$ cat src/pcrb_regs.vh
// Register offsets, field positions and reset values of the configuration bank.
// Assumes 8-bit registers at byte offsets on a 13-bit serial address.
`ifndef PCRB_REGS_VH
`define PCRB_REGS_VH
`define PCRB_ADDR_W 13
`define PCRB_SERIAL_PORT_CONTROL 13'h0000
`define PCRB_READBACK_SELECT 13'h0004
`define PCRB_UPDATE_STROBE 13'h0005
`define PCRB_PUMP_CURRENT 13'h000A
`define PCRB_PUMP_MODE_EDGES 13'h000B
`define PCRB_PUMP_OFFSET_DIVIDERS 13'h000C
`define PCRB_ANTIBACKLASH_LOCK_DET 13'h000D
`define PCRB_OSC_CALIBRATION_CTRL 13'h000E
`define PCRB_OSC_LEVEL 13'h000F
`define PCRB_OSC_BAND 13'h0010
`define PCRB_OUT_INTEGER_WORD 13'h0011
`define PCRB_OUT_MODULUS_HIGH 13'h0012
`define PCRB_OUT_MODULUS_MID 13'h0013
`define PCRB_OUT_MODULUS_LOW_CTRL 13'h0014
`define PCRB_OUT_FRACTION_HIGH 13'h0015
`define PCRB_OUT_FRACTION_MID 13'h0016
`define PCRB_OUT_FRACTION_LOW_TEST 13'h0017
`define PCRB_OUT_DIVIDERS 13'h0018
`define PCRB_RST_SERIAL_PORT_CONTROL 8'h18
`define PCRB_RST_PUMP_CURRENT 8'h80
`define PCRB_RST_PUMP_MODE_EDGES 8'h30
`define PCRB_RST_OSC_CALIBRATION_CTRL 8'h70
`define PCRB_RST_OSC_LEVEL 8'h80
`define PCRB_RST_OSC_BAND 8'h80
`define PCRB_RST_OUT_MODULUS_HIGH 8'h80
`define PCRB_RST_OUT_FRACTION_HIGH 8'h20
`define PCRB_RST_OUT_FRACTION_LOW_TEST 8'h01
`define PCRB_RST_ZERO 8'h00
`define PCRB_SPC_FIXED_MASK 8'h18
`define PCRB_SPC_LSB_FIRST_BIT 6
`define PCRB_SPC_LSB_FIRST_MIRROR_BIT 1
`define PCRB_SPC_SOFT_RESET_BIT 5
`define PCRB_SPC_DEVICE_RESET_BIT 2
`define PCRB_READBACK_BIT 0
`define PCRB_UPDATE_BIT 0
`define PCRB_CAL_BIT 7
`define PCRB_TEST_EN_BIT 3
`define PCRB_TEST_SEL_HI 2
`define PCRB_TEST_SEL_LO 1
`define PCRB_NUM_REGS 18
`define PCRB_CAL_CYCLES_NS 1000
`define PCRB_CLK_NS 10
`define PCRB_CAL_CYCLES (`PCRB_CAL_CYCLES_NS / `PCRB_CLK_NS)
`endif

$ cat src/pcrb_cal_timer.v
// Calibration task timer: busy from start pulse until a fixed cycle count elapses.
// Assumes a single clock and synchronous active-high reset.
`timescale 1ns/1ps
`include "pcrb_regs.vh"
module pcrb_cal_timer (
  clk,
  rst,
  start,
  done
);
  input wire clk;
  input wire rst;
  input wire start;
  output reg done;
  reg [7:0] countReg;
  reg busyReg;
  // Last count value, cut to the counter width on purpose
  localparam [31:0] CAL_LAST = `PCRB_CAL_CYCLES - 1;
  // ************************************************
  // Counter runs while busy, done pulses at the end
  // ************************************************
  always @(posedge clk) begin
    if (rst) begin
      countReg <= 8'h00;
      busyReg <= 1'b0;
      done <= 1'b0;
    end else begin
      done <= 1'b0;
      if (start && !busyReg) begin
        busyReg <= 1'b1;
        countReg <= 8'h00;
      end else if (busyReg) begin
        if (countReg == CAL_LAST[7:0]) begin
          busyReg <= 1'b0;
          done <= 1'b1;
        end else begin
          countReg <= countReg + 8'h01;
        end
      end
    end
  end
endmodule

$ cat src/pcrb_config_bank.v
// Configuration bank 0x00..0x18: buffered writes, update copy, readback select.
// Assumes a serial port front end giving byte write/read strobes on 13-bit addresses.
`timescale 1ns/1ps
`include "pcrb_regs.vh"
module pcrb_config_bank (
  clk,
  rst,
  wrEn,
  rdEn,
  addr,
  wrData,
  rdData,
  rdValid,
  lsbFirst,
  softResetPulse,
  outIntegerWord,
  outModulusWord,
  outFractionWord,
  outCtrl,
  firstOutputDivider,
  prescaleDivider,
  pumpCurrent,
  pumpModeEdges,
  pumpOffsetDividers,
  antibacklashLockDet,
  oscCalCtrl,
  oscLevel,
  oscBand,
  calBusy,
  lockIn,
  testIn,
  lockPin
);
  input wire clk;
  input wire rst;
  input wire wrEn;
  input wire rdEn;
  input wire [12:0] addr;
  input wire [7:0] wrData;
  output reg [7:0] rdData;
  output reg rdValid;
  output reg lsbFirst;
  output reg softResetPulse;
  output reg [7:0] outIntegerWord;
  output reg [19:0] outModulusWord;
  output reg [19:0] outFractionWord;
  output reg [3:0] outCtrl;
  output reg [5:0] firstOutputDivider;
  output reg [2:0] prescaleDivider;
  output reg [7:0] pumpCurrent;
  output reg [7:0] pumpModeEdges;
  output reg [7:0] pumpOffsetDividers;
  output reg [7:0] antibacklashLockDet;
  output reg [7:0] oscCalCtrl;
  output reg [7:0] oscLevel;
  output reg [7:0] oscBand;
  output reg calBusy;
  input wire lockIn;
  input wire [3:0] testIn;
  output wire lockPin;

  // ************************************************
  // Address decode and reset value functions
  // ************************************************
  // Register index 0..17 for mapped addresses, 31 when unmapped
  // Shared by the write and read paths so both agree on the map
  function [4:0] regIndex;
    input [12:0] a;
    begin
      case (a)
        `PCRB_SERIAL_PORT_CONTROL: regIndex = 5'h00;
        `PCRB_READBACK_SELECT: regIndex = 5'h01;
        `PCRB_UPDATE_STROBE: regIndex = 5'h02;
        `PCRB_PUMP_CURRENT: regIndex = 5'h03;
        `PCRB_PUMP_MODE_EDGES: regIndex = 5'h04;
        `PCRB_PUMP_OFFSET_DIVIDERS: regIndex = 5'h05;
        `PCRB_ANTIBACKLASH_LOCK_DET: regIndex = 5'h06;
        `PCRB_OSC_CALIBRATION_CTRL: regIndex = 5'h07;
        `PCRB_OSC_LEVEL: regIndex = 5'h08;
        `PCRB_OSC_BAND: regIndex = 5'h09;
        `PCRB_OUT_INTEGER_WORD: regIndex = 5'h0A;
        `PCRB_OUT_MODULUS_HIGH: regIndex = 5'h0B;
        `PCRB_OUT_MODULUS_MID: regIndex = 5'h0C;
        `PCRB_OUT_MODULUS_LOW_CTRL: regIndex = 5'h0D;
        `PCRB_OUT_FRACTION_HIGH: regIndex = 5'h0E;
        `PCRB_OUT_FRACTION_MID: regIndex = 5'h0F;
        `PCRB_OUT_FRACTION_LOW_TEST: regIndex = 5'h10;
        `PCRB_OUT_DIVIDERS: regIndex = 5'h11;
        default: regIndex = 5'h1F;
      endcase
    end
  endfunction

  // Reset value by register index
  // Registers not listed here come up as zero
  function [7:0] resetValue;
    input [4:0] i;
    begin
      case (i)
        5'h00: resetValue = `PCRB_RST_SERIAL_PORT_CONTROL;
        5'h03: resetValue = `PCRB_RST_PUMP_CURRENT;
        5'h04: resetValue = `PCRB_RST_PUMP_MODE_EDGES;
        5'h07: resetValue = `PCRB_RST_OSC_CALIBRATION_CTRL;
        5'h08: resetValue = `PCRB_RST_OSC_LEVEL;
        5'h09: resetValue = `PCRB_RST_OSC_BAND;
        5'h0B: resetValue = `PCRB_RST_OUT_MODULUS_HIGH;
        5'h0E: resetValue = `PCRB_RST_OUT_FRACTION_HIGH;
        5'h10: resetValue = `PCRB_RST_OUT_FRACTION_LOW_TEST;
        default: resetValue = `PCRB_RST_ZERO;
      endcase
    end
  endfunction

  // ************************************************
  // Internal state
  // ************************************************
  // Pending values written by the host
  reg [7:0] bufReg [0:`PCRB_NUM_REGS-1];
  // Values in use by the synthesizer
  reg [7:0] actReg [0:`PCRB_NUM_REGS-1];
  reg readbackSelReg;
  reg calStartReg;
  reg devResetReg;
  wire calDone;
  wire [4:0] wrIdx;
  wire [4:0] rdIdx;
  wire updateHit;
  wire softReset;
  integer i;
  integer j;

  assign wrIdx = regIndex(addr);
  assign rdIdx = regIndex(addr);
  // Update strobe: writing one triggers, zero does nothing
  // The strobe bit is never stored, so reads of it return zero
  assign updateHit = wrEn && (wrIdx == 5'h02) && wrData[`PCRB_UPDATE_BIT];
  // Soft or device reset returns the whole bank to defaults
  // Both resets are synchronous, so the bank sees one clean reset cycle
  assign softReset = rst || devResetReg;

  // ************************************************
  // Buffer registers written by the serial host
  // ************************************************
  always @(posedge clk) begin
    if (softReset) begin
      for (i = 0; i < `PCRB_NUM_REGS; i = i + 1) begin
        bufReg[i] <= resetValue(i[4:0]);
      end
    end else begin
      // Readback select acts at once and the strobe is only a trigger,
      // so neither of them lands in the buffer
      if (wrEn && (wrIdx < 5'h12) && (wrIdx != 5'h01) && (wrIdx != 5'h02)) begin
        if (wrIdx == 5'h00) begin
          // Fixed bits 4 and 3 stay one, bits 7 and 0 stay zero
          bufReg[0] <= (wrData & 8'h66) | `PCRB_SPC_FIXED_MASK;
        end else begin
          bufReg[wrIdx] <= wrData;
        end
      end
      if (calDone) begin
        bufReg[7][`PCRB_CAL_BIT] <= 1'b0;
      end
    end
  end

  // ************************************************
  // Active registers loaded only by the update strobe
  // ************************************************
  always @(posedge clk) begin
    if (softReset) begin
      for (j = 0; j < `PCRB_NUM_REGS; j = j + 1) begin
        actReg[j] <= resetValue(j[4:0]);
      end
    end else begin
      if (updateHit) begin
        for (j = 0; j < `PCRB_NUM_REGS; j = j + 1) begin
          actReg[j] <= bufReg[j];
        end
      end
      // Clear comes last: a finished task beats a copy of a stale one
      if (calDone) begin
        actReg[7][`PCRB_CAL_BIT] <= 1'b0;
      end
    end
  end

  // ************************************************
  // Readback select and self-clearing task launches
  // ************************************************
  always @(posedge clk) begin
    if (softReset) begin
      readbackSelReg <= 1'b0;
      calStartReg <= 1'b0;
      softResetPulse <= 1'b0;
    end else begin
      if (wrEn && (wrIdx == 5'h01)) begin
        readbackSelReg <= wrData[`PCRB_READBACK_BIT];
      end
      // Calibration starts when an update makes the bit active
      calStartReg <= updateHit && bufReg[7][`PCRB_CAL_BIT];
      // A soft reset bit written high is reported for one cycle only
      softResetPulse <= wrEn && (wrIdx == 5'h00) && wrData[`PCRB_SPC_SOFT_RESET_BIT];
    end
  end

  // Device reset request, held one cycle then cleared by the reset itself
  // Requests that arrive in the reset cycle are lost; the host must wait
  always @(posedge clk) begin
    if (rst) begin
      devResetReg <= 1'b0;
    end else if (devResetReg) begin
      devResetReg <= 1'b0;
    end else begin
      devResetReg <= wrEn && (wrIdx == 5'h00) &&
        (wrData[`PCRB_SPC_SOFT_RESET_BIT] || wrData[`PCRB_SPC_DEVICE_RESET_BIT]);
    end
  end

  // ************************************************
  // Read port and registered outputs
  // ************************************************
  always @(posedge clk) begin
    if (softReset) begin
      rdData <= 8'h00;
      rdValid <= 1'b0;
      lsbFirst <= 1'b0;
      calBusy <= 1'b0;
      outIntegerWord <= 8'h00;
      outModulusWord <= {`PCRB_RST_OUT_MODULUS_HIGH, 12'h000};
      outFractionWord <= {`PCRB_RST_OUT_FRACTION_HIGH, 12'h000};
      outCtrl <= 4'h0;
      firstOutputDivider <= 6'h20;
      prescaleDivider <= 3'h0;
      pumpCurrent <= `PCRB_RST_PUMP_CURRENT;
      pumpModeEdges <= `PCRB_RST_PUMP_MODE_EDGES;
      pumpOffsetDividers <= 8'h00;
      antibacklashLockDet <= 8'h00;
      oscCalCtrl <= `PCRB_RST_OSC_CALIBRATION_CTRL;
      oscLevel <= `PCRB_RST_OSC_LEVEL;
      oscBand <= `PCRB_RST_OSC_BAND;
    end else begin
      // Read answer stands until the next read; valid is a single pulse
      rdValid <= rdEn;
      if (rdEn) begin
        if (rdIdx == 5'h01) begin
          rdData <= {7'h00, readbackSelReg};
        end else if (rdIdx == 5'h02 || rdIdx == 5'h1F) begin
          rdData <= 8'h00;
        end else if (readbackSelReg) begin
          rdData <= bufReg[rdIdx];
        end else begin
          rdData <= actReg[rdIdx];
        end
      end
      // Every output is a registered copy, one cycle behind the active set
      lsbFirst <= actReg[0][`PCRB_SPC_LSB_FIRST_BIT];
      calBusy <= actReg[7][`PCRB_CAL_BIT];
      outIntegerWord <= actReg[10];
      outModulusWord <= {actReg[11], actReg[12], actReg[13][7:4]};
      outCtrl <= actReg[13][3:0];
      outFractionWord <= {actReg[14], actReg[15], actReg[16][7:4]};
      firstOutputDivider <= {actReg[16][0], actReg[17][7:3]};
      prescaleDivider <= actReg[17][2:0];
      pumpCurrent <= actReg[3];
      pumpModeEdges <= actReg[4];
      pumpOffsetDividers <= actReg[5];
      antibacklashLockDet <= actReg[6];
      oscCalCtrl <= actReg[7];
      oscLevel <= actReg[8];
      oscBand <= actReg[9];
    end
  end

  // ************************************************
  // Task timer and lock pin selector
  // ************************************************
  // Calibration task timer
  pcrb_cal_timer calTimer (
    .clk(clk),
    .rst(softReset),
    .start(calStartReg),
    .done(calDone)
  );

  // Lock pin redirected to a test signal when enabled
  pcrb_test_mux testMux (
    .clk(clk),
    .rst(softReset),
    .enable(actReg[16][`PCRB_TEST_EN_BIT]),
    .sel(actReg[16][`PCRB_TEST_SEL_HI:`PCRB_TEST_SEL_LO]),
    .lockIn(lockIn),
    .testIn(testIn),
    .pinOut(lockPin)
  );
endmodule

$ cat src/pcrb_test_mux.v
// Lock-pin selector: passes lock status or one of four test signals.
// Assumes test inputs are synchronous to the clock.
`timescale 1ns/1ps
module pcrb_test_mux (
  clk,
  rst,
  enable,
  sel,
  lockIn,
  testIn,
  pinOut
);
  input wire clk;
  input wire rst;
  input wire enable;
  input wire [1:0] sel;
  input wire lockIn;
  input wire [3:0] testIn;
  output reg pinOut;
  // ************************************************
  // Registered pin select
  // ************************************************
  always @(posedge clk) begin
    if (rst) begin
      pinOut <= 1'b0;
    end else if (enable) begin
      pinOut <= testIn[sel];
    end else begin
      pinOut <= lockIn;
    end
  end
endmodule

$ cat config.mk
export PLATFORM = sky130hd
export DESIGN_NAME = pcrb_config_bank
export DESIGN_NICKNAME = d
export VERILOG_FILES = /design/src/pcrb_cal_timer.v /design/src/pcrb_config_bank.v /design/src/pcrb_test_mux.v
export VERILOG_INCLUDE_DIRS = /design/src
export SDC_FILE = /design/constraint.sdc
export NUM_CORES = 1
export LEC_CHECK = 0
export BUFFER_PORTS_ARGS = -buffer_cell sky130_fd_sc_hd__buf_2
export CORE_MARGIN = 5
export CORE_UTILIZATION = 35
export DETAILED_ROUTE_END_ITERATION = 16
export PLACE_DENSITY = 0.51
export SLEW_MARGIN = 0
export SYNTH_ARGS = -nofsm -noshare
export SYNTH_HDL_FRONTEND = slang
export SYNTH_SLANG_ARGS = --single-unit
export TNS_END_PERCENT = 50
$ cat constraint.sdc
create_clock -name clk -period 12.1 [get_ports clk]
set_clock_uncertainty 0.2 [all_clocks]
set_input_delay 0.605 -clock clk [delete_from_list [all_inputs] [get_ports clk]]
set_output_delay 0.605 -clock clk [all_outputs]
set_load 0.02 [all_outputs]
==> results.py, run 1 <==
metrics = {
    "outcome": {
        "status": "finished, final reports clean",
    },
    "synth": {
        "postSynth.topFlopCell": "sky130_fd_sc_hd__edfxtp_1",
        "synth_area_in_compound_gates": 0.0674,
        "synth.distinct_cells": 82,
        "synth_cells": 1611,
        "synthArstFlopShare": 0,
        "synth-adder-area-share": 0.00357,
        "synth_xor_xnor_area_share": 0.00250,
        "yosysSeqAreaShare": 0.661,
        "synth_seq_cells": 510,
        "average_size_of_a_mapped_cell_um2": 13.0,
        "main_combinational_cell_family_by_area_after_synthesis": "simple AND/OR/NAND/NOR gates",
        "yosys_warnings": 0,
        "netlist_area_um2": 21000,
        "synth.mux.area_fraction": 0.0719,
        "synth_edf_count": 367,
        "post_synth_and_or_nand_nor_area_fraction": 0.165,
    },
    "setup_path": {
        "timing.critical_path.cells": "buf_2 > inv_1 > ha_1 > mux2i_1 > o32ai_2 > o21ai_4 > buf_4 > buf_4 > nand3_1 > nand2_4 > buf_4",
        "timing.critical_path.mode_cell": "sky130_fd_sc_hd__buf_4",
        "start_kind": "input port",
        "r2r_slack_ns": 8.33,
        "critical_path.reg2reg.endpoint": "bufReg[10][6]",
        "timing.reg2reg.worst_path_depth": 8,
        "timing.critical_path.depth": 11,
        "cp.required_ns": 12.13,
        "master_of_the_slowest_instance_on_the_critical_path": "sky130_fd_sc_hd__buf_4",
        "cp-end-kind": "flop",
        "critPathBufInv": 5,
        "critical_path_class": "in2reg",
        "start_of_the_worst_register_to_register_path": "devResetReg",
        "crit_arrival_ns": 4.93,
        "crit_path_leading_delay_family": "buffers and inverters",
        "path_max_fanout": 73,
        "max_stage_delay_ns": 0.86,
    },
    "sta": {
        "worst_slew_margin_rel": 0.205,
        "grt_setup_unrepaired": "false",
        "final.min_clock_period_ns": 4.90,
        "fmax_mhz": 204,
        "final.period_utilization": 0.405,
        "finalSetupTns_ns": 0,
        "finalSetupViolCount": 0,
        "worstMarginPinSlew_ns": 1.19,
        "timing.hold.ws_ns": 0.0506,
        "hold_violations": 0,
        "slew_viol_final": 0,
    },
    "routing": {
        "postRouteAntennaNets": 0,
        "num_vias": 13400,
        "firstDrtPassIters": 6,
        "post_detailed_route_via_to_cell_ratio": 5.04,
        "first_iter_violations": 1054,
        "routed_wl_um": 61400,
        "drc": 0,
        "drt-wirelength-per-cell_um": 23.1,
    },
    "min_path": {
        "hold_class": "in2reg",
        "holdCritStartpoint": "wrData[5]",
        "endpoint_with_the_worst_hold_slack": "softResetPulse",
        "worst_hold_path.num_cells": 3,
    },
    "placement": {
        "gpl.final_weighted_congestion": 0.910,
        "portbufs": 159,
        "detailed_place.area_um2": 22800,
        "place.detailed.instances": 2561,
        "post-dp-hpwl_um": 42300,
    },
    "clock_tree": {
        "tritoncts_num_sinks": 510,
        "tritoncts_clock_tree": "done",
        "cts-htree-levels": 2,
        "cts_root_buf": "sky130_fd_sc_hd__clkbuf_16",
        "post_cts_resized": 0,
        "cts.clk_slew.worst_paths_ns": 0.06,
        "cts_hold_repair.buffers": 0,
        "setup_bufs_post_cts": 0,
        "tritoncts.num_buffers": 52,
        "cts_max_path_buffers": 3,
        "clk_latency_ns": 0.61,
    },
    "pwr": {
        "cellPowerDensity_nw_per_um2": 152,
        "leakagePower_nw": 9.67,
        "worst_ir_drop_vdd_v": 0.0000994,
    },
    "global_routing": {
        "antenna_found_initial": 3,
        "grt_start_max_net_pins": 91,
        "globalRoute.totalOverflow": 0,
        "grt_pass1_wl_um": 89600,
        "track_usage": 0.185,
        "first_global_vias": 13700,
    },
    "layout": {
        "finish.net_count": 1878,
        "mostFrequentLayoutCell": "sky130_fd_sc_hd__edfxtp_1",
        "finish.instance_area_um2": 24600,
        "most-common-layout-cells": "sky130_fd_sc_hd__edfxtp_1 (367), sky130_fd_sc_hd__and2_1 (243), sky130_fd_sc_hd__nand2_1 (163)",
        "post_route_cells_drive_above_1_share": 0.176,
        "instances_no_fill": 2661,
        "syn2layout_area_growth_pct": 16.9,
    },
    "floorplan": {
        "effective_utilization_at_floorplan": 0.354,
        "dieArea_um2": 65000,
        "die_w_um": 255,
        "die-height_um": 255,
        "coreArea_um2": 59200,
        "placementRows": 89,
        "i_o_pins": 160,
    },
    "job": {
        "maxCapViolCount": 0,
    },
}
[cell families after synthesis]
kind of cell | Yosys count
and+or+nand+nor | 668
adders and majority gates | 6
muxes | 115
buffers and inverters | 121
xor gates and xnor gates | 6
DFF | 510
other | 2
AOI/OAI and AO/OA | 183
[cell type report]
| type | count | area, um2 |
|---|---|---|
| fill | 5641 | 34700 |
| sequential | 510 | 13900 |
| multi-input combinational | 1078 | 6940 |
| clock buffer | 79 | 1520 |
| tap | 773 | 967 |
| timing repair buffer | 180 | 953 |
| clock inverter | 19 | 209 |
| inverter | 20 | 75.1 |
| antenna | 2 | 5.00 |
[per-stage QoR]
stage / power [mW] / utilization / setup WS, ns
finish: 3.73 / 0.414 / 7.20
global placement: 2.14 / 0.385 / 6.56
global route: 3.84 / 0.414 / 6.89
CTS: 3.76 / 0.414 / 7.15
detailed placement: 2.14 / 0.385 / 6.53
floorplan: 2.07 / - / 5.90
[synthesized netlist by cell type, types with 11 or more instances]
master	n	share of area
sky130_fd_sc_hd__edfxtp_1	367	0.52
sky130_fd_sc_hd__nand2_1	165	0.029
sky130_fd_sc_hd__buf_2	37	0.0088
sky130_fd_sc_hd__dfxtp_1	143	0.14
sky130_fd_sc_hd__inv_1	18	0.0032
sky130_fd_sc_hd__mux2_2	17	0.0091
sky130_fd_sc_hd__mux4_2	27	0.029
sky130_fd_sc_hd__nand3_1	33	0.0079
sky130_fd_sc_hd__mux2i_1	71	0.034
sky130_fd_sc_hd__a21oi_1	40	0.0095
sky130_fd_sc_hd__nand2b_1	22	0.0066
sky130_fd_sc_hd__and2_1	243	0.072
sky130_fd_sc_hd__nor2_1	132	0.024
sky130_fd_sc_hd__a211oi_1	25	0.0089
sky130_fd_sc_hd__and3_1	11	0.0033
sky130_fd_sc_hd__clkbuf_1	47	0.0084
sky130_fd_sc_hd__or3_1	19	0.0057
[routing by layer]
metal,track usage,part of all wire
met1,0.248,0.42
met2,0.304,0.47
met3,0.0354,0.069
met4,0.0658,0.034
met5,0,0.00021
[report_power, final]
group	switching, mW	internal [mW]	leakage [nW]	total [mW]
combinational	0.0926	0.0425	4.01	0.135
sequential	0.0318	1.93	4.82	1.96
clock	0.690	0.937	0.844	1.63
[worst reg2reg max path, delay by kind of cell (launching register included)]
family,cells,cell delay (ns)
DFF,1,0.30
and+or+nand+nor,5,2.01
buffers and inverters,2,0.70
AOI/OAI and AO/OA,1,0.18
[state kept, by name (all words and copies together) (netlist names), 20 cells and up]
name and cells:
bufReg 224, actReg 144, outFractionWord 20, outModulusWord 20
[worst max-delay path by stage]
stage	start	to	slack (ns)
after floorplan	addr[0]	actReg[7][7]	5.90
after global placement	addr[0]	actReg[14][6]	6.56
after detailed placement	addr[0]	actReg[10][5]	6.53
after CTS	addr[0]	actReg[9][4]	7.15
after global routing	addr[0]	actReg[11][4]	6.89
final	addr[0]	actReg[15][5]	7.20
(Power assumes the default switching activity.)
==> run 2: changes to the inputs <==
clock period = 5 ns   (was 12.1 ns; I/O delays follow)
==> run 2 against run 1 <==
Compared with the run above: largest power group unchanged; clock power grew to 2.5 times the previous value; sequential share of layout area shrank 0.92 points; first-iteration DRC count grew 26%; global-route usage grew 0.24 points; utilization grew 0.69 points; combinational power grew 150%; sequential power grew 140%; sequential cell count is the same; non-clock buffer count grew 31; cell area grew 1.7%; setup slack lost 6.0 ns.
==> results.py, run 2 (synthesis gave the netlist of run 1 again) <==
metrics = {
    "layout": {
        "syn2layout_area_growth_pct": 18.9,
        "top_regs": "bufReg: 224 flops, actReg: 144 flops",
        "largest_register_ff_count": 224,
        "most-common-layout-cells": "sky130_fd_sc_hd__edfxtp_1 (367), sky130_fd_sc_hd__and2_1 (243), sky130_fd_sc_hd__nand2_1 (163)",
        "layout.filler_cells": 5597,
        "num_antenna_cells": 0,
        "mostFrequentLayoutCell": "sky130_fd_sc_hd__edfxtp_1",
        "post_route_cells_drive_above_1_share": 0.189,
        "regMostFlops": "bufReg",
        "finish.net_count": 1911,
        "finish.instance_area_um2": 25000,
    },
    "sta": {
        "worstMarginPinSlew_ns": 1.05,
        "hold_violations": 0,
        "final.period_utilization": 0.763,
        "worst_slew_margin_rel": 0.298,
        "finalSetupViolCount": 0,
        "finalSetupTns_ns": 0,
        "final.min_clock_period_ns": 3.81,
        "final.setup.worst_slack_ns": 1.19,
        "fmax_mhz": 262,
        "slew_viol_final": 0,
        "grt_setup_unrepaired": "false",
    },
    "pwr": {
        "worst_ir_drop_vdd_v": 0.000240,
        "power_frac_clock": 0.446,
        "p_int_mw": 7.19,
        "cellPowerDensity_nw_per_um2": 368,
        "total_switching_power_mw": 2.00,
        "power.combinational.fraction": 0.036,
        "leakagePower_nw": 9.89,
        "power.sequential.fraction": 0.517,
        "switching_share": 0.218,
    },
    "clock_tree": {
        "tritoncts_num_sinks": 510,
        "clk_latency_ns": 0.61,
        "cts.clk_slew.worst_paths_ns": 0.07,
        "cts_root_buf": "sky130_fd_sc_hd__clkbuf_16",
        "tritoncts.num_buffers": 54,
        "cts-htree-levels": 2,
        "cts_max_path_buffers": 3,
        "setup_bufs_post_cts": 0,
        "tritoncts_clock_tree": "done",
    },
    "min_path": {
        "holdCritStartpoint": "wrData[6]",
        "hold_class": "in2reg",
    },
    "placement": {
        "place_ws_ns": 0.639,
        "portbufs": 159,
        "post-dp-hpwl_um": 44000,
        "gpl.final_weighted_congestion": 0.910,
        "detailed_place.area_um2": 23000,
    },
    "floorplan": {
        "placementRows": 89,
        "die-height_um": 255,
        "coreArea_um2": 59200,
        "i_o_pins": 160,
        "effective_utilization_at_floorplan": 0.354,
        "dieArea_um2": 65000,
        "die_w_um": 255,
    },
    "routing": {
        "drc": 0,
        "postRouteAntennaNets": 0,
        "post_detailed_route_via_to_cell_ratio": 5.03,
        "routed_wl_um": 61900,
        "first_iter_violations": 1328,
        "firstDrtPassIters": 5,
        "drt-wirelength-per-cell_um": 23.0,
        "num_vias": 13500,
    },
    "setup_path": {
        "start_of_the_worst_register_to_register_path": "devResetReg",
        "critPathLaunch": "addr[0]",
        "path_max_fanout": 16,
        "critical_path_class": "in2reg",
        "start_kind": "input port",
        "crit_arrival_ns": 3.86,
        "cp-end-kind": "flop",
        "cp.required_ns": 5.05,
    },
    "global_routing": {
        "first_global_vias": 13700,
        "track_usage": 0.188,
        "grt_pass1_wl_um": 90000,
        "globalRoute.totalOverflow": 0,
        "antenna_found_initial": 2,
        "grt_start_max_net_pins": 116,
    },
    "job": {
        "maxCapViolCount": 0,
    },
    "outcome": {
        "status": "finished, final reports clean",
    },
}
-- run 2: cell count changes in the layout (fill, tap and decap cells not counted), moves of 4 or more --
cell / change
sky130_fd_sc_hd__clkbuf_1: -10
sky130_fd_sc_hd__buf_12: +4
sky130_fd_sc_hd__clkinv_2: +9
sky130_fd_sc_hd__buf_4: +16
sky130_fd_sc_hd__dlygate4sd3_1: +11
-- run 2: routing by layer --
metal / wire length (um) / GRT usage / vias up
met4: 2350 / 0.0671 / 0
met3: 4610 / 0.0385 / 126
met2: 28700 / 0.299 / 532
li1: - / - / 6247
met5: 0 / 0 / -
met1: 26300 / 0.257 / 6637
-- run 2: what timing repair did --
item | 4_1_cts | 5_1_grt
hold buffers | 11 | 0
gates resized for setup | 0 | 0
hold endpoints to repair | 21 | 0
-- run 2: cell type report --
class	instances	area (um2)	share of cell area
Inverter	20	75.1	0.00301
Multi-Input combinational cell	1078	6950	0.278
Clock buffer	72	1520	0.0610
Tap cell	773	967	0.0387
Timing Repair Buffer	211	1260	0.0506
Clock inverter	30	298	0.0119
Sequential cell	510	13900	0.556
-- run 2: power groups by stage --
stage	clock network (mW)	registers, mW	logic, mW
finish	4.10	4.76	0.335
global route	4.36	4.77	0.365
CTS	4.21	4.76	0.338
detailed placement	0	4.85	0.331
global placement	0	4.84	0.328
floorplan	0	4.84	0.173
-- run 2: path summary, 6_finish.rpt --
path | endpoint | cells past startpoint | slack [ns]
setup / recovery | bufReg[19][5] | 11 | 1.19
setup reg to reg | bufReg[12][1] | 7 | 1.31
hold / removal | bufReg[7][6] | 3 | 0.1
hold reg to reg | bufReg[7][7] | 1 | 0.24
-- run 2: through the flow --
stage	hold slack (ns)	cells	total power, mW	util
floorplan	0.152	1709	5.01	-
global placement	0.242	2581	5.17	0.389
detailed placement	0.250	2581	5.18	0.389
CTS	0.0614	2694	9.30	0.421
global route	0.0696	2694	9.50	0.421
finish	0.0979	2694	9.19	0.421
-- run 2: critical path, stage by stage --
cell and delay, ns:
sky130_fd_sc_hd__buf_2 0.15, sky130_fd_sc_hd__inv_1 0.09, sky130_fd_sc_hd__ha_1 0.27, sky130_fd_sc_hd__nand2b_1 0.18, sky130_fd_sc_hd__o211ai_1 0.50, sky130_fd_sc_hd__and3_1 0.56, sky130_fd_sc_hd__a31oi_1 0.18, sky130_fd_sc_hd__o21ai_1 0.37
sky130_fd_sc_hd__nor2_1 0.18, sky130_fd_sc_hd__nand2_1 0.74, sky130_fd_sc_hd__inv_1 0.36
==> run 3: changes to the inputs <==
PLACE_DENSITY = 0.53   (was 0.51)
clock period = 3.4 ns   (was 5 ns; I/O delays follow)
==> run 3 against run 2 <==
Compared with the run above: wire length rose by 3.7%; utilization rose by 1.8 points; sequential share of layout area is 2.2 points lower; largest power group unchanged; combinational power grew 64%; clock power up 41%; hold slack improved by 0.0079 ns; total power rose by 45%; via count increased by 4.7%; critical path type unchanged; die area did not move; register-to-register slack lost 0.70 ns; final cell count grew 4.2%.
==> results.py, run 3 (synthesis gave the netlist of run 1 again) <==
metrics = {
    "layout": {
        "syn2layout_area_growth_pct": 23.8,
        "most-common-layout-cells": "sky130_fd_sc_hd__edfxtp_1 (367), sky130_fd_sc_hd__and2_1 (243), sky130_fd_sc_hd__nand2_1 (163)",
        "top_regs": "bufReg: 224 flops, actReg: 144 flops",
        "mostFrequentLayoutCell": "sky130_fd_sc_hd__edfxtp_1",
        "largest_register_ff_count": 224,
        "num_antenna_cells": 0,
        "instances_no_fill": 2808,
        "post_route_cells_drive_above_1_share": 0.230,
        "finish.net_count": 2025,
        "layout.filler_cells": 5520,
        "regMostFlops": "bufReg",
    },
    "global_routing": {
        "first_global_vias": 14200,
        "grt_start_max_net_pins": 68,
        "grt_pass1_wl_um": 93900,
        "globalRoute.totalOverflow": 0,
        "track_usage": 0.195,
        "antenna_found_initial": 2,
    },
    "floorplan": {
        "coreArea_um2": 59200,
        "effective_utilization_at_floorplan": 0.354,
        "die_w_um": 255,
        "placementRows": 89,
        "dieArea_um2": 65000,
        "i_o_pins": 160,
        "die-height_um": 255,
    },
    "pwr": {
        "power_frac_clock": 0.434,
        "leakagePower_nw": 10.5,
        "cellPowerDensity_nw_per_um2": 512,
        "power.sequential.fraction": 0.524,
        "total_switching_power_mw": 2.94,
        "switching_share": 0.220,
        "power.combinational.fraction": 0.041,
        "worst_ir_drop_vdd_v": 0.000418,
        "post-layout-total-power_mw": 13.3,
        "p_int_mw": 10.4,
    },
    "setup_path": {
        "master_of_the_slowest_instance_on_the_critical_path": "sky130_fd_sc_hd__dlygate4sd3_1",
        "start_kind": "input port",
        "cp.required_ns": 3.74,
        "crit_arrival_ns": 3.49,
        "path_max_fanout": 6,
        "timing.reg2reg.worst_path_depth": 7,
        "r2r_slack_ns": 0.61,
        "cp-end-kind": "flop",
        "max_stage_delay_ns": 0.56,
        "timing.critical_path.cells": "buf_2 > inv_1 > ha_1 > a21boi_1 > o221ai_1 > buf_4 > and4_1 > nand2_1 > nor3_2 > buf_4 > nand3_1 > dlygate4sd3_1 > a21oi_1 > dlygate4sd3_1",
        "critical_path_class": "in2reg",
    },
    "routing": {
        "firstDrtPassIters": 5,
        "postRouteAntennaNets": 0,
        "drt-wirelength-per-cell_um": 22.9,
        "num_vias": 14200,
        "post_detailed_route_via_to_cell_ratio": 5.05,
        "first_iter_violations": 1466,
        "routed_wl_um": 64200,
        "drc": 0,
    },
    "clock_tree": {
        "cts_root_buf": "sky130_fd_sc_hd__clkbuf_16",
        "tritoncts_num_sinks": 510,
        "cts.clk_slew.worst_paths_ns": 0.07,
        "cts_max_path_buffers": 3,
        "setup_bufs_post_cts": 0,
        "cts-htree-levels": 2,
        "tritoncts.num_buffers": 54,
        "clk_latency_ns": 0.61,
        "tritoncts_clock_tree": "done",
    },
    "placement": {
        "place.detailed.instances": 2694,
        "post-dp-hpwl_um": 47300,
        "portbufs": 159,
        "gpl.final_weighted_congestion": 0.915,
    },
    "min_path": {
        "hold_class": "in2reg",
        "worst_hold_path.num_cells": 5,
    },
    "sta": {
        "worst_slew_margin_rel": 0.386,
        "slew_viol_final": 0,
        "final.min_clock_period_ns": 3.16,
        "hold_violations": 0,
        "worstMarginPinSlew_ns": 0.913,
        "final.period_utilization": 0.929,
        "finalSetupViolCount": 0,
        "fmax_mhz": 317,
        "grt_setup_unrepaired": "false",
    },
    "job": {
        "maxCapViolCount": 0,
    },
    "outcome": {
        "status": "finished, final reports clean",
    },
}
-- run 3: metal layers --
| layer | global-route usage | routed length [um] |
|---|---|---|
| met2 | 0.329 | 31200 |
| met5 | 0 | 0 |
| met4 | 0.0462 | 1530 |
| met3 | 0.0388 | 4900 |
| met1 | 0.263 | 26600 |
-- run 3: area by class of cell --
type                    instances  area (um2)  area share
clock buffers                  79        1610      0.0619
clock inverters                23         143     0.00549
inverters                      20        75.1     0.00289
multi-input cells            1078        6950       0.267
flip-flops and latches        510       13900       0.534
well taps                     773         967      0.0372
repair buffers                325        2370      0.0912
-- run 3: timing repair --
item | 4_1_cts | 5_1_grt
hold buffers | 12 | 0
endpoints found under the hold margin | 42 | 0
resized for setup | 0 | 0
-- run 3: through the flow --
stage                     setup TNS (ns)  hold slack (ns)  worst slack (ns)  utilization  cell area, um2
final                                  0            0.106             0.241        0.439           26000
after detailed placement          -0.200            0.225           -0.0771        0.407           24100
after global placement            -0.233            0.215           -0.0731        0.407           24100
after floorplan                        0           0.0723             0.162            -           21400
after global routing                   0           0.0849            0.0801        0.439           26000
after CTS                              0           0.0747             0.306        0.439           26000
-- run 3: worst paths after layout --
check                startpoint             end
hold / removal        wrData[3]   bufReg[10][3]
setup / recovery        addr[0]  readbackSelReg
hold reg to reg   actReg[13][0]      outCtrl[0]
setup reg to reg    devResetReg  softResetPulse
-- run 3: critical path, delay by kind of cell --
kind / cells / cell delay [ns]
buffers and inverters: 6 / 1.76
AOI/OAI and AO/OA: 3 / 0.62
adders and majority gates: 1 / 0.27
and+or+nand+nor: 4 / 0.69
-- run 3: power by group through the flow --
stage / Clock [mW] / Sequential [mW] / Combinational (mW)
global placement: 0 / 7.11 / 0.540
floorplan: 0 / 7.11 / 0.256
global route: 6.16 / 7.00 / 0.591
detailed placement: 0 / 7.12 / 0.540
finish: 5.78 / 6.98 / 0.550
CTS: 5.92 / 6.99 / 0.550
